--- src/ir_timer_pkg.sv ---
// constants and types of the remote-control transmission timer
package ir_timer_pkg;

   // ==================================================================
   // pin mode register
   localparam logic [7:0] PIN_MODE_RST   = 8'h26;
   localparam logic [7:0] PIN_MODE_WMASK = 8'h37;
   localparam int         PM_SENSE_IN    = 0;
   localparam int         PM_KEY_DIR     = 1;
   localparam int         PM_IND_MODE    = 2;
   localparam int         PM_SENSE_PD    = 4;
   localparam int         PM_KEY_PD      = 5;

   // ==================================================================
   // timing, in oscillator periods
   localparam logic [6:0] TICK_LAST_BASE = 7'h3F;  // 64 periods
   localparam logic [6:0] TICK_LAST_HALF = 7'h7F;  // 128 periods
   localparam logic [7:0] CAR_PER_FAST   = 8'h08;
   localparam logic [7:0] CAR_PER_MID    = 8'h40;
   localparam logic [7:0] CAR_PER_SLOW   = 8'h60;
   localparam logic [7:0] CAR_HI_THIRD   = 8'h20;

   // ==================================================================
   // halt operand codes (low three bits)
   localparam logic [2:0] HALT_TIMER_OP  = 3'h5;
   localparam logic [2:0] STOP_ALL_OP    = 3'h0;
   localparam logic [2:0] STOP_ALT_OP    = 3'h3;
   localparam logic [2:0] STOP_ONE_OP    = 3'h6;

   typedef enum logic [1:0] {
      ST_RUN  = 2'b00,
      ST_HALT = 2'b01,
      ST_STOP = 2'b10
   } standby_t;

   typedef struct packed {
      logic       clock_halver;
      logic       carrier_gate;
      logic       carrier_sel_high;
      logic       carrier_sel_low;
   } carrier_cfg_t;

   typedef struct packed {
      logic       sense_input_pd;
      logic       sense_indicator_pd;
      logic       key_in_port_pd;
   } pulldown_t;

endpackage : ir_timer_pkg

--- src/ir_remote_timer_standby.sv ---
// remote transmission timer, carrier gating, pin modes and standby
`timescale 1ns/10ps
module ir_remote_timer_standby (
   input  wire logic                       clk_in,          // oscillator
   input  wire logic                       arst_n_in,       // async reset
   input  wire logic                       pm_wr_in,        // mode write
   input  wire logic [7:0]                 pm_wdata_in,     // mode data
   output logic      [7:0]                 pm_rdata_out,    // mode readback
   input  wire logic                       tw_wr_in,        // timer write
   input  wire logic [9:0]                 tw_wdata_in,     // timer word
   output logic      [9:0]                 tw_rdata_out,    // timer word
   input  wire ir_timer_pkg::carrier_cfg_t car_cfg_in,      // carrier ctl
   input  wire logic                       halt_in,         // halt instr
   input  wire logic [3:0]                 halt_op_in,      // halt operand
   input  wire logic                       flag_clr_in,     // flag clear
   output logic                            flag_out,        // status flag
   input  wire logic [3:0]                 key_in_port_in,  // key inputs
   input  wire logic                       sense_input_in,  // sense pin
   input  wire logic                       sense_ind_in,    // indicator pin
   output logic                            sense_ind_out,   // indicator drv
   output logic                            sense_ind_oe_out,// indicator oe
   output logic                            sense_in_en_out, // sense enable
   output logic                            key_scan_oe_out, // key port oe
   output ir_timer_pkg::pulldown_t         pulldown_out,    // pull-downs
   output logic                            ir_drive_pin_out,// remote pin
   output logic                            timer_end_out,   // end of count
   output logic                            cpu_halt_out,    // cpu stopped
   output logic                            osc_stop_out     // osc stopped
);

   // ==================================================================
   // reset release and input synchronisers
   logic       rst_s1_r;
   logic       rst_n;
   logic [5:0] in_s1_r;
   logic [5:0] in_s2_r;

   always_ff @(posedge clk_in or negedge arst_n_in) begin
      if (!arst_n_in) begin
         rst_s1_r <= 1'b0;
         rst_n    <= 1'b0;
      end else begin
         rst_s1_r <= 1'b1;
         rst_n    <= rst_s1_r;
      end
   end

   always_ff @(posedge clk_in or negedge rst_n) begin
      if (!rst_n) begin
         in_s1_r <= 6'h00;
         in_s2_r <= 6'h00;
      end else begin
         in_s1_r <= {sense_ind_in, sense_input_in, key_in_port_in};
         in_s2_r <= in_s1_r;
      end
   end

   wire [3:0] key_s   = in_s2_r[3:0];
   wire       sense_s = in_s2_r[4];
   wire       ind_s   = in_s2_r[5];

   // ==================================================================
   // pin mode register
   logic [7:0] pin_mode_bank_r;
   wire  [7:0] pin_mode_nxt = pm_wdata_in & ir_timer_pkg::PIN_MODE_WMASK;

   always_ff @(posedge clk_in or negedge rst_n) begin
      if (!rst_n)
         pin_mode_bank_r <= ir_timer_pkg::PIN_MODE_RST;
      else if (pm_wr_in)
         pin_mode_bank_r <= pin_mode_nxt;
   end

   wire sense_in_mode = pin_mode_bank_r[ir_timer_pkg::PM_SENSE_IN];
   wire key_dir_out   = pin_mode_bank_r[ir_timer_pkg::PM_KEY_DIR];
   wire ind_mode      = pin_mode_bank_r[ir_timer_pkg::PM_IND_MODE];
   wire sense_pd_en   = pin_mode_bank_r[ir_timer_pkg::PM_SENSE_PD];
   wire key_pd_en     = pin_mode_bank_r[ir_timer_pkg::PM_KEY_PD];

   assign pm_rdata_out    = pin_mode_bank_r;
   assign sense_in_en_out = sense_in_mode;
   assign key_scan_oe_out = key_dir_out;
   assign sense_ind_oe_out = ind_mode;
   assign pulldown_out.sense_input_pd     = sense_pd_en & sense_in_mode;
   assign pulldown_out.sense_indicator_pd = sense_pd_en & ~ind_mode;
   assign pulldown_out.key_in_port_pd     = key_pd_en;

   // ==================================================================
   // timer: prescaler, down counter, enable flag
   ir_timer_pkg::standby_t state_r;

   logic [8:0] count_r;
   logic       drive_en_r;
   logic       running_r;
   logic [6:0] pre_r;

   wire [6:0] tick_last = car_cfg_in.clock_halver ?
                          ir_timer_pkg::TICK_LAST_HALF :
                          ir_timer_pkg::TICK_LAST_BASE;
   wire       tick      = (pre_r >= tick_last);
   wire       load      = tw_wr_in && (state_r == ir_timer_pkg::ST_RUN);
   wire       load_run  = (tw_wdata_in[8:0] != 9'h000);
   wire       stop_now  = (state_r == ir_timer_pkg::ST_STOP);
   wire [6:0] pre_nxt   = (load || tick) ? 7'h00 : pre_r + 7'h01;

   always_ff @(posedge clk_in or negedge rst_n) begin
      if (!rst_n)
         pre_r <= 7'h00;
      else
         pre_r <= pre_nxt;
   end

   always_ff @(posedge clk_in or negedge rst_n) begin
      if (!rst_n) begin
         count_r    <= 9'h000;
         drive_en_r <= 1'b0;
         running_r  <= 1'b0;
      end else if (stop_now) begin
         count_r    <= 9'h000;
         drive_en_r <= 1'b0;
         running_r  <= 1'b0;
      end else if (load) begin
         count_r    <= tw_wdata_in[8:0];
         drive_en_r <= tw_wdata_in[9];
         running_r  <= load_run;
      end else if (running_r && tick) begin
         if (count_r == 9'h000)
            running_r <= 1'b0;
         else
            count_r <= count_r - 9'h001;
      end
   end

   assign tw_rdata_out  = {drive_en_r, count_r};
   assign timer_end_out = ~running_r;

   // ==================================================================
   // carrier generator and output synchroniser
   logic [7:0] car_cnt_r;
   logic       rem_r;
   logic       ind_r;

   wire [1:0] car_sel  = {car_cfg_in.carrier_sel_high,
                          car_cfg_in.carrier_sel_low};
   wire [7:0] car_base = (car_sel == 2'b00) ? ir_timer_pkg::CAR_PER_FAST :
                         (car_sel == 2'b01) ? ir_timer_pkg::CAR_PER_MID :
                                              ir_timer_pkg::CAR_PER_SLOW;
   wire [7:0] hi_base  = (car_sel == 2'b11) ? ir_timer_pkg::CAR_HI_THIRD :
                                              {1'b0, car_base[7:1]};
   wire [7:0] car_per  = car_cfg_in.clock_halver ?
                         {car_base[6:0], 1'b0} : car_base;
   wire [7:0] car_hi   = car_cfg_in.clock_halver ?
                         {hi_base[6:0], 1'b0} : hi_base;
   wire       car_wrap = (car_cnt_r >= car_per - 8'h01);
   wire [7:0] car_nxt  = car_wrap ? 8'h00 : car_cnt_r + 8'h01;
   wire       car_lvl  = (car_cnt_r < car_hi);
   wire       car_on   = ~car_cfg_in.carrier_gate;

   // free-running carrier: the first high pulse after a start may be cut
   always_ff @(posedge clk_in or negedge rst_n) begin
      if (!rst_n)
         car_cnt_r <= 8'h00;
      else
         car_cnt_r <= car_nxt;
   end

   wire run_drive = drive_en_r & running_r;
   wire rem_nxt   = run_drive ? (car_on ? car_lvl : 1'b1) :
                    (drive_en_r & car_on & rem_r & car_lvl);
   wire ind_nxt   = ~run_drive;

   always_ff @(posedge clk_in or negedge rst_n) begin
      if (!rst_n) begin
         rem_r <= 1'b0;
         ind_r <= 1'b1;
      end else begin
         rem_r <= rem_nxt;
         ind_r <= ind_nxt;
      end
   end

   assign ir_drive_pin_out = rem_r;
   assign sense_ind_out    = ind_r;

   // ==================================================================
   // standby control and status flag
   logic flag_r;
   logic stop_sense_r;

   wire op_halt     = (halt_op_in[2:0] == ir_timer_pkg::HALT_TIMER_OP);
   wire op_stop     = (halt_op_in[2:0] == ir_timer_pkg::STOP_ALL_OP) ||
                      (halt_op_in[2:0] == ir_timer_pkg::STOP_ALT_OP) ||
                      (halt_op_in[2:0] == ir_timer_pkg::STOP_ONE_OP);
   wire sense_hit   = (sense_in_mode & sense_s) | (~ind_mode & ind_s);
   wire key_hit     = |key_s;
   wire rel_req     = op_halt ? ~running_r :
                      (key_hit | (halt_op_in[3] & sense_hit));
   wire rel_stop    = key_hit | (stop_sense_r & sense_hit);
   wire in_run      = (state_r == ir_timer_pkg::ST_RUN);
   wire halt_take   = in_run && halt_in && (op_halt || op_stop);
   wire enter       = halt_take && !flag_r && !rel_req;
   wire wake_halt   = (state_r == ir_timer_pkg::ST_HALT) && ~running_r;
   wire wake_stop   = (state_r == ir_timer_pkg::ST_STOP) && rel_stop;
   wire flag_set    = wake_halt || wake_stop ||
                      (halt_take && rel_req);
   wire flag_drop   = flag_clr_in || (halt_take && flag_r && !rel_req);

   ir_timer_pkg::standby_t state_nxt;
   assign state_nxt = enter ? (op_halt ? ir_timer_pkg::ST_HALT :
                                         ir_timer_pkg::ST_STOP) :
                      (wake_halt || wake_stop) ? ir_timer_pkg::ST_RUN :
                      state_r;

   // standby touches no port register: the mode bank above keeps its
   // value and only a reset or a mode write changes it
   always_ff @(posedge clk_in or negedge rst_n) begin
      if (!rst_n) begin
         state_r      <= ir_timer_pkg::ST_RUN;
         flag_r       <= 1'b0;
         stop_sense_r <= 1'b0;
      end else begin
         state_r <= state_nxt;
         if (flag_set)
            flag_r <= 1'b1;
         else if (flag_drop)
            flag_r <= 1'b0;
         if (enter)
            stop_sense_r <= halt_op_in[3];
      end
   end

   assign flag_out     = flag_r;
   assign cpu_halt_out = ~in_run;
   assign osc_stop_out = (state_r == ir_timer_pkg::ST_STOP);

   // ==================================================================
   // assertions
   a_fixed_bits_zero: assert property (@(posedge clk_in) disable iff (!rst_n)
      pm_wr_in |=> (pin_mode_bank_r[7:6] == 2'b00) && !pin_mode_bank_r[3])
      else $error("fixed mode bits not zero");

   a_load_starts: assert property (@(posedge clk_in) disable iff (!rst_n)
      load && load_run |=> running_r && (count_r == $past(tw_wdata_in[8:0])))
      else $error("nonzero timer write did not start");

   a_count_holds: assert property (@(posedge clk_in) disable iff (!rst_n)
      running_r && !tick && !tw_wr_in && !stop_now |=> $stable(count_r))
      else $error("counter moved between ticks");

   a_zero_stops: assert property (@(posedge clk_in) disable iff (!rst_n)
      running_r && tick && (count_r == 9'h000) && !tw_wr_in && !stop_now
      |=> !running_r && timer_end_out)
      else $error("timer did not stop at zero");

   a_indicator_run: assert property (@(posedge clk_in) disable iff (!rst_n)
      drive_en_r && running_r |=> !sense_ind_out)
      else $error("indicator not low while running");

   a_carrier_tail: assert property (@(posedge clk_in) disable iff (!rst_n)
      rem_r && car_lvl && car_on && drive_en_r && !stop_now && !tw_wr_in
      |=> ir_drive_pin_out)
      else $error("drive pin dropped inside a carrier high");

   a_halt_wake: assert property (@(posedge clk_in) disable iff (!rst_n)
      (state_r == ir_timer_pkg::ST_HALT) && !running_r
      |=> in_run && flag_out)
      else $error("timer end did not release halt");

   a_stop_cleared: assert property (@(posedge clk_in) disable iff (!rst_n)
      osc_stop_out |=> (tw_rdata_out == 10'h000) && !running_r)
      else $error("timer not cleared in stop");

   a_pulldown_off: assert property (@(posedge clk_in) disable iff (!rst_n)
      (ind_mode |-> !pulldown_out.sense_indicator_pd) and
      (!sense_in_mode |-> !pulldown_out.sense_input_pd))
      else $error("pull-down left on in output or off mode");

   a_halt_early: assert property (@(posedge clk_in) disable iff (!rst_n)
      halt_take && rel_req && !flag_r |=> in_run && flag_out)
      else $error("standby entered with release already true");

endmodule : ir_remote_timer_standby

--- config.mk ---
export PLATFORM = sky130hd
export DESIGN_NAME = ir_remote_timer_standby
export DESIGN_NICKNAME = d
export VERILOG_FILES = /design/src/ir_timer_pkg.sv /design/src/ir_remote_timer_standby.sv
export SDC_FILE = /design/constraint.sdc
export NUM_CORES = 1
export LEC_CHECK = 0
export ABC_AREA = 1
export BUFFER_PORTS_ARGS = -buffer_cell sky130_fd_sc_hd__buf_2
export CAP_MARGIN = 20
export CELL_PAD_IN_SITES_DETAIL_PLACEMENT = 0
export CELL_PAD_IN_SITES_GLOBAL_PLACEMENT = 2
export CORE_AREA = 4 4 98 100
export CTS_CLUSTER_DIAMETER = 80
export CTS_CLUSTER_SIZE = 25
export DETAILED_ROUTE_END_ITERATION = 10
export DIE_AREA = 0 0 102 104
export GPL_TIMING_DRIVEN = 0
export PLACE_DENSITY_LB_ADDON = 0.1
export SKIP_CTS_REPAIR_TIMING = 1
export SLEW_MARGIN = 20
export SYNTH_ARGS = -nofsm -noshare
export SYNTH_HDL_FRONTEND = slang
export SYNTH_SLANG_ARGS = --single-unit
--- constraint.sdc ---
create_clock -name clk_in -period 4.8 [get_ports clk_in]
set_input_delay 0.24 -clock clk_in [delete_from_list [all_inputs] [get_ports clk_in]]
set_output_delay 0.24 -clock clk_in [all_outputs]
set_load 0.01 [all_outputs]
# Yosys cells after proc, flatten, opt, wreduce, memory -nomap -nowiden

Index checks and enable logic that the tools add are counted.
W data, S select, Z words.

Flip-flop bits (word level): 51
Input port bits: 38
Output and inout port bits: 30
Logic and storage cells: 107

Add/subtract/negate cells: 4
Order comparisons: 3
Equality and inequality tests: 8
Muxes and demuxes: 26
Bitwise gates (word level): 18
Reduce and logical (&&, ||, !) cells: 33

Operator list:

| operator              | number |
|---|---|
| $mux W9               | 4 |
| $mux W7               | 4 |
| $mux W8               | 2 |
| $mux W6               | 2 |
| $logic_and A1 B1 Y1   | 11 |
| $mux W1               | 11 |
| $and A1 B1 Y1         | 10 |
| $logic_not A9 Y1      | 1 |
| $reduce_bool A9 Y1    | 1 |
| $sub A9 B1 Y9 const B | 1 |
| $add A8 B1 Y8 const B | 1 |
| $ge A8 B8 Y1          | 1 |
| $lt A8 B7 Y1          | 1 |
| $sub A8 B1 Y8 const B | 1 |
| $add A7 B1 Y7 const B | 1 |
| $ge A7 B7 Y1          | 1 |
| $logic_or A1 B1 Y1    | 7 |
| $eq A3 B3 Y1 const B  | 2 |
| $mux W2               | 3 |
| $reduce_bool A2 Y1    | 3 |
| $reduce_bool A3 Y1    | 2 |
| $not A1 Y1            | 5 |
| $eq A2 B1 Y1 const B  | 2 |
| $eq A2 B2 Y1 const B  | 2 |
| other kinds (8)       | 13 |

# Longest topological paths before layout

Gate-level depths: netlist (run 1).

Depth after elaboration: 11
Depth in mapped cells: 12
Gate-level depth less buffers: 12

# Least setup slack after synthesis (run 1)

No wires, ideal clock.

Path kind: input -> register
Start point: input port car_cfg_in[1] in the netlist's numbering
End point: register car_cnt_r[7]
Setup time: 0.081 ns
Arrival: 1.684 ns
Required time: 4.719 ns
Setup slack: 3.035 ns
Stages: 12
Buffers on the path: 0
Cell sequence: nor2_2 nand2_1 ha_1 nand2_1 nand2_1 o21ai_0 ha_1 nand2_1 nor2_1 o21ai_1 o211ai_2 nor3_2

Cells in the longest elaborated chain, start to end: 7
Elaborated cells between the ends (all ways): 8
Classes of those cells: add/sub: 1; order compare: 1; eq/ne: 1; mux: 4; reduce/logical: 1

RTL lines:

| element                | RTL line                       | text |
|---|---|---|
| start: declaration     | ir_remote_timer_standby.sv:12  | `input wire ir_timer_pkg::carrier_cfg_t car_cfg_in,` |
| $eq A2 B1 Y1           | ir_remote_timer_standby.sv:146 | `(car_sel == 2'b01) ? ir_timer_pkg::CAR_PER_MID :` |
| $mux W6                | ir_remote_timer_standby.sv:146 |  |
| $mux W7 *              | ir_remote_timer_standby.sv:145 | `wire [7:0] car_base = (car_sel == 2'b00) ? ir_timer_pkg::CAR_PER_FAST :` |
| $mux W8 *              | ir_remote_timer_standby.sv:150 | `wire [7:0] car_per = car_cfg_in.clock_halver ?` |
| $sub A8 B1 Y8 *        | ir_remote_timer_standby.sv:154 | `wire car_wrap = (car_cnt_r >= car_per - 8'h01);` |
| $ge A8 B8 Y1 *         | ir_remote_timer_standby.sv:154 |  |
| $mux W8 *              | ir_remote_timer_standby.sv:155 | `wire [7:0] car_nxt = car_wrap ? 8'h00 : car_cnt_r + 8'h01;` |
| named net car_nxt[7]   | ir_remote_timer_standby.sv:155 |  |
| end signal: assignment | ir_remote_timer_standby.sv:164 | `car_cnt_r <= car_nxt;` |
| end: declaration       | ir_remote_timer_standby.sv:139 | `logic [7:0] car_cnt_r;` |

The timed path passes the listed nets; every way through them passes the cells marked *.
A chain may end at the register's enable or synchronous reset.

# Final worst setup path (run 1)

Ends and elaborated chain as after synthesis.

==> flow_metrics.tcl, run 1 <==
set metrics [dict create \
    pre_cts_slack_ns 2.67 \
    p_leak_nw 1.83 \
    finalSetupViolCount 0 \
    antennaDiodeCount 0 \
    synthSimpleGateAreaFrac_pct 30.9 \
    cp_max_fo 8 \
    power.switching_mw 0.687 \
    dp_hpwl_mm 4.91 \
    relSlewSlack_pct 56.9 \
    drt_iter0_drc 65 \
    vias 2363 \
    track_usage_pct 12.8 \
    grt_max_degree 50 \
    synthAdderAreaFrac_pct 6.00 \
    crit_start "car_cfg_in[1]" \
    drive_above_1_share_pct 28.8 \
    worst_setup_path_start_kind "primary input" \
    finalWorstSetupSlack_ns 3.01 \
    die_x_um 102 \
    path_clk_slew_ns 0.10 \
    synth.largest_area_cell "dfrtp_1" \
    io_pins 68 \
    status "finished, final reports clean" \
    die_h_um 104 \
    max_stage_delay_ns 0.27 \
    fin_nets 474 \
    io_buffers 60 \
    core-area_um2 8680 \
    p_per_area_nw_per_um2 475 \
    clock_path_buffers 2 \
    postSynthAreaPerCell_um2 8.29 \
    yosysSeqAreaShare_pct 43.9 \
    dr.pass1.iters 4 \
    clock_power_share_pct 16.2 \
    finalMaxSlewViolations 0 \
    syn2layout_area_growth_pct 18.9 \
    min_from "sense_ind_in" \
    skew_ns 0.00841 \
    tightest_slew_ns 0.647 \
    grt_overflow_total 0 \
    hold_viol 0 \
    numCtsBuffers 5 \
    synth_compound_area_share_pct 7.20 \
    rows 34 \
    cts_tree "done" \
    clock-sinks 51 \
    endpoint_kind "flop" \
    drc 0 \
    synth_mux_area_share_pct 1.16 \
    cp_slowest_cell "ha_1" \
    synthCells 352 \
    avgRoutedWirePerCell_um 12.0 \
    grt_pass1_vias 2290 \
    gp_congestion 0.756 \
    vdd_drop_max_mv 0.186 \
    critPathKind "primary input to flop" \
    synth_area_leaders "dfrtp_1 40%, nand2_1 11%, ha_1 6.0%, nor2_1 5.7%, inv_1 5.3%" \
    tns_ns 0 \
    grt_setup_unrepaired "no" \
    finalCritPeriodShare_pct 37.3 \
    cp_cell_sequence "buf_2 -> nor2_2 -> nand2_1 -> ha_1 -> nand2_1 -> nand2_1 -> o21ai_0 -> ha_1 -> nand2_1 -> nor2_1 -> o21ai_1 -> o211ai_2 -> nor3_2" \
    cp.required_ns 5.03 \
    yosysUniqueCellTypes 37 \
    period_needed_ns 1.79 \
    fin_area_um2 3470 \
    maxCapViolations 0 \
    fmax_mhz 558 \
    seqPwrFrac_pct 40.7 \
    hp-class "primary input to flop" \
    synth_xor_area_share_pct 1.50 \
    initial_core_util_pct 33.6 \
    cts_root_buffer "clkbuf_8" \
    antenna_left 0 \
    pwr-share-comb_pct 43.0 \
    synth_top_area_share_pct 40.3 \
    crit_top_cell "nand2_1" \
    reg2reg_from "count_r[0]" \
    avgViaCountPerCell 4.45 \
    clk_latency_ns 0.31 \
    cts.htree.levels 2 \
    critPathArrivalTime_ns 2.02 \
    switching_share_pct 41.6 \
    internal_power_mw 0.963 \
    placed_cell_area_um2 3370 \
    dieArea_um2 10600 \
    ys_ff_latch 51 \
    yosysWarnings 0 \
    synthesis.area_um2 2920 \
    synth_top_family_by_area "simple AND/OR/NAND/NOR gates" \
    antenna_found_initial 0 \
    drt_wl_total_mm 6.37 \
    grt_first_pass_wirelength_mm 11.1 \
]
## cell type report
cell class,instances,area [um^2]
buffer,11,86.3
clock buffer,7,86.3
clock inverter,1,8.76
fill,929,5210
inverter,46,178
multi-input combinational,246,1380
sequential,51,1280
tap,108,135
timing repair buffer,61,310
## Yosys cell counts (all sizes together)
library cell  instances
nand2                92
nor2                 55
dfrtp                47
inv                  46
nand3                23
o21ai                19
ha                   14
a21oi                11
buf                  10
nor3                  6
nor3b                 5
dfstp                 4
xor2                  4
mux2                  3
a211oi                2
conb                  2
a22o                  1
a31oi                 1
clkbuf                1
nand3b                1
nor4                  1
o211ai                1
o21bai                1
or2                   1
xnor2                 1
## path summary, 6_finish.rpt
path	to	slack [ns]	depth (start not counted)
setup / recovery	car_cnt_r[7]	3.01	13
hold / removal	in_s1_r[5]	0.03	1
setup reg to reg	count_r[6]	3.12	9
hold reg to reg	in_s2_r[2]	0.35	0
max in group asynchronous	in_s2_r[0]	4.00	0
min in group asynchronous	rst_n	0.23	2
## metal layers
metal / global-route usage (%) / share of wire, % / vias to the layer above / wire length (um)
li1: - / - / 1235 / -
met3: 2.35 / 4.1 / 6 / 261
met5: 0 / 0 / - / 0
met1: 16.7 / 44 / 1087 / 2830
met2: 21.5 / 50 / 35 / 3210
met4: 3.09 / 1.1 / 0 / 72
## power by group through the flow
stage                     Combinational (mW)  Clock [mW]  Sequential, mW
final                                  0.710       0.268           0.672
after global routing                   0.819       0.294           0.696
after CTS                              0.726       0.280           0.677
after detailed placement               0.723           0           0.685
after global placement                 0.719           0           0.682
after floorplan                        0.509           0           0.677
## placed cells by master, fill, tap and decap left out, types with 3 or more instances in the layout
cell type	instances
a21oi_1	11
buf_2	60
buf_4	8
clkbuf_8	6
conb_1	4
dfrtp_1	46
dfstp_2	4
ha_1	14
inv_1	41
inv_2	3
mux2_2	3
nand2_1	85
nand2_2	4
nand2_4	3
nand3_1	21
nor2_1	44
nor2_2	8
nor3_1	4
nor3b_2	5
o21ai_0	13
o21ai_1	6
xor2_1	4
## logic make-up after synthesis
group | Yosys count
AND/OR/NAND/NOR | 184
buffers and inverters | 57
flip-flops | 51
AO/OA/AOI/OAI | 36
adder cells (fa/ha/maj) | 14
XOR/XNOR | 5
multiplexers | 3
other | 2
## state kept, by name, indices dropped and copies added, names as in the netlist, 2 cells and up
signal / flops
car_cnt_r: 8
pre_r: 7
state_r: 2
in_s2_r: 6
pm_rdata_out: 5
count_r: 9
in_s1_r: 6
## through the flow
step           hold slack [ns]  utilization, %  power (mW)  cells
6_report                0.0292            40.0        1.65    531
4_1_cts                 -0.314            39.9        1.68    530
3_3_place_gp            0.0252            38.7        1.40    522
3_5_place_dp            0.0269            38.8        1.41    522
2_1_floorplan          -0.0556               -        1.19    354
5_1_grt                 0.0168            40.0        1.81    531
## critical path: cells and delay by family
kind | cells | cell delay [ns]
AO/OA/AOI/OAI | 3 | 0.41
adder cells (fa/ha/maj) | 2 | 0.46
buffers and inverters | 1 | 0.12
AND/OR/NAND/NOR | 7 | 0.78
(Power assumes the default switching activity.)
==> inputs of run 2 (changes only) <==
--- a/config.mk
+++ b/config.mk
@@ -5,16 +5,16 @@
 export SDC_FILE = /design/constraint.sdc
 export NUM_CORES = 1
 export LEC_CHECK = 0
-export ABC_AREA = 1
+export ABC_AREA = 0
 export BUFFER_PORTS_ARGS = -buffer_cell sky130_fd_sc_hd__buf_2
 export CAP_MARGIN = 20
 export CELL_PAD_IN_SITES_DETAIL_PLACEMENT = 0
 export CELL_PAD_IN_SITES_GLOBAL_PLACEMENT = 2
-export CORE_AREA = 4 4 98 100
+export CORE_AREA = 4 4 101 103
 export CTS_CLUSTER_DIAMETER = 80
 export CTS_CLUSTER_SIZE = 25
 export DETAILED_ROUTE_END_ITERATION = 10
-export DIE_AREA = 0 0 102 104
+export DIE_AREA = 0 0 105 107
 export GPL_TIMING_DRIVEN = 0
 export PLACE_DENSITY_LB_ADDON = 0.1
 export SKIP_CTS_REPAIR_TIMING = 1
==> constraint.sdc (replaced) <==
create_clock -name clk_in -period 1.4 [get_ports clk_in]
set_input_delay 0.07 -clock clk_in [delete_from_list [all_inputs] [get_ports clk_in]]
set_output_delay 0.07 -clock clk_in [all_outputs]
set_load 0.01 [all_outputs]
==> run 2 against run 1 <==
Net effect: sequential cell count unchanged; final cell count decreased by 13%; sequential power increased to 3.5 times the previous value; clock power increased to 3.8 times the previous value; first-iteration DRC count increased by 25%; global-route usage decreased by 1.3 points; largest cell class unchanged; power increased to 3.4 times the previous value; routed wire length increased by 2.1%; the run now ends with negative setup slack left; combinational power increased to 3.2 times the previous value; core utilization increased by 0.24 points; critical path depth decreased by 7.
==> flow_metrics.tcl, run 2 <==
set metrics [dict create \
    status "finished, violations left" \
    violations "negative setup slack" \
    async_flop_share_pct 100 \
    synth-edff-count 0 \
    utilization_pct 40.2 \
    final_cell_mix "58 x buf_2, 39 x dfrtp_1, 18 x nor2_1, 18 x buf_4, 16 x nand2_1" \
    avgRoutedWirePerCell_um 14.1 \
    grt_first_pass_wirelength_mm 10.3 \
    placed_cell_area_um2 3120 \
    period_needed_ns 2.01 \
    max_stage_delay_ns 0.56 \
    clock_path_buffers 2 \
    path_clk_slew_ns 0.10 \
    worst_setup_path_start_kind "flop" \
    vias 2143 \
    multi_input_area_um2 1400 \
    initial_core_util_pct 28.6 \
    fill_cells 927 \
    final_common_cell "buf_2" \
    regArea_um2 1290 \
    finalSetupViolCount 22 \
    cp_max_fo 8 \
    largest_register_ff_count 9 \
    antenna_left 0 \
    synthesis.area_um2 2630 \
    clk_latency_ns 0.30 \
    dieArea_um2 11200 \
    yosysSeqAreaShare_pct 48.7 \
    r2r_cells 6 \
    reg_top3 "count_r: 9 flops, car_cnt_r: 8 flops, pre_r: 7 flops" \
    die_h_um 107 \
    synth_top_area_share_pct 44.7 \
    power.switching_mw 2.02 \
    critPathArrivalTime_ns 2.22 \
    synth.most_common_cell "dfrtp_1" \
    seqPwrFrac_pct 41.4 \
    clock_power_share_pct 18.4 \
    crit_family "compound AO/OA/AOI/OAI gates" \
    synth_common_cells "47 x dfrtp_1, 24 x nor2_1, 20 x nand2_1, 14 x ha_1" \
    path_buf_inv 1 \
    drt_iter0_drc 81 \
    p_per_area_nw_per_um2 1520 \
    dp_hpwl_mm 4.64 \
    numCtsBuffers 5 \
    synth.largest_area_cell "dfrtp_1" \
    synthCells 255 \
    switching_share_pct 36.0 \
    die_x_um 105 \
    tightest_slew_ns 0.642 \
    min_from "tw_wdata_in[9]" \
    finalCritPeriodShare_pct 144 \
    grt_setup_unrepaired "yes" \
    drive_above_1_share_pct 42.6 \
    clock-sinks 51 \
    cts_tree "done" \
    endpoint_kind "flop" \
    synthFlopType "dfrtp_1" \
    avgViaCountPerCell 4.63 \
    drc 0 \
    rr_endpoint "count_r[6]" \
    r2r_setup_slack_ns -0.61 \
    antennaDiodeCount 0 \
    holdPathStages 3 \
    syn2layout_area_growth_pct 40.7 \
    pwr-share-comb_pct 40.3 \
    gp_congestion 0.677 \
    finalMaxSlewViolations 0 \
    finalWorstSetupSlack_ns -0.615 \
    fin_nets 403 \
    cp_slowest_cell "or4_4" \
    cp_cell_sequence "or4_4 -> o41a_1 -> a21oi_4 -> buf_12 -> a211oi_1 -> a21o_1" \
    fin_area_um2 3700 \
    io_pins 68 \
    hold_viol 0 \
    dr.pass1.iters 4 \
    yosysWarnings 0 \
    hold_end "drive_en_r" \
    io_buffers 59 \
    cp.required_ns 1.61 \
    p_leak_nw 1.77 \
    postSynthAreaPerCell_um2 10.3 \
    grt_max_degree 50 \
    grt_pass1_vias 2020 \
    grt_overflow_total 0 \
    reg2reg_from "count_r[5]" \
    ys_ff_latch 51 \
    core-area_um2 9200 \
    track_usage_pct 11.4 \
    cts_root_buffer "clkbuf_8" \
    synth_area_leaders "dfrtp_1 45%, ha_1 6.7%, dfstp_2 4.0%, xor2_1 3.7%, nor2_1 3.4%" \
    hp-class "primary input to flop" \
    drt_wl_total_mm 6.51 \
    critPathKind "flop to flop" \
    antenna_found_initial 0 \
    regMostFlops "count_r" \
    vdd_drop_max_mv 0.558 \
    relSlewSlack_pct 57.2 \
    yosysUniqueCellTypes 44 \
    cts.htree.levels 2 \
    maxCapViolations 0 \
    internal_power_mw 3.59 \
    fmax_mhz 496 \
    skew_ns 0.0113 \
    rows 35 \
]
run 2: cell count changes after synthesis, sizes merged, moves of 5 or more:
| cell | previous run | this run |
|---|---|---|
| a21o | 0 | 7 |
| inv | 46 | 12 |
| nand2 | 92 | 20 |
| nand2b | 0 | 5 |
| nand3 | 23 | 10 |
| nor2 | 55 | 24 |
| nor2b | 0 | 5 |
| nor3b | 5 | 0 |
| xnor2 | 1 | 9 |
| xor2 | 4 | 11 |
run 2: layout make-up:
cell class | count | area share (%)
inverter | 12 | 1.22
timing repair buffer | 87 | 15.7
clock inverter | 2 | 1.05
clock buffer | 6 | 1.96
buffer | 14 | 3.48
tap | 111 | 3.75
multi-input combinational | 180 | 37.9
sequential | 51 | 35.0
run 2: tightest hold or removal path: stages:
cell and delay (ns):
buf_2 0.10, inv_1 0.04, o21ai_0 0.07
run 2: kinds of logic after synthesis:
kind of cell	synth area share [%]
simple gates	15.6
compound gates	13.6
flops	48.7
buf+inv	5.14
xor+xnor	6.66
fa+ha+maj	6.66
mux	3.38
other cells	0.286
run 2: worst max path at each step:
stage,from,cells past startpoint,slack (ns),end
3_5_place_dp,count_r[5],6,-0.63,count_r[3]
3_3_place_gp,count_r[5],6,-0.65,count_r[3]
2_1_floorplan,count_r[5],6,-0.50,count_r[3]
5_1_grt,count_r[5],6,-0.68,count_r[5]
6_report,count_r[5],6,-0.61,count_r[6]
4_1_cts,count_r[5],6,-0.65,count_r[3]
run 2: power groups by stage:
stage          clock (mW)  sequential, mW  combinational (mW)
6_report             1.03            2.32                2.26
5_1_grt              1.14            2.40                2.56
4_1_cts              1.09            2.33                1.84
3_5_place_dp            0            2.35                1.83
3_3_place_gp            0            2.36                1.83
2_1_floorplan           0            2.27                1.34
run 2: per-stage QoR:
| step | std cells | setup TNS [ns] | total power, mW | setup WS (ns) | hold slack, ns |
|---|---|---|---|---|---|
| after detailed placement | 427 | -10.83 | 4.19 | -0.629 | -0.143 |
| after floorplan | 257 | -5.48 | 3.61 | -0.498 | -0.226 |
| after global routing | 463 | -8.54 | 6.11 | -0.676 | 0.0394 |
| after global placement | 427 | -11.27 | 4.20 | -0.649 | -0.143 |
| after CTS | 435 | -11.06 | 5.26 | -0.653 | -0.485 |
| final | 463 | -7.16 | 5.61 | -0.615 | 0.0182 |
run 2: metal layers:
metal	up-vias	global-route usage, %	wire length [um]	share of wire [%]
met4	0	2.81	40	0.61
li1	1075	-	-	-
met5	-	0	0	0
met2	53	17.3	2870	44
met3	4	2.71	292	4.5
met1	1011	16.4	3300	51
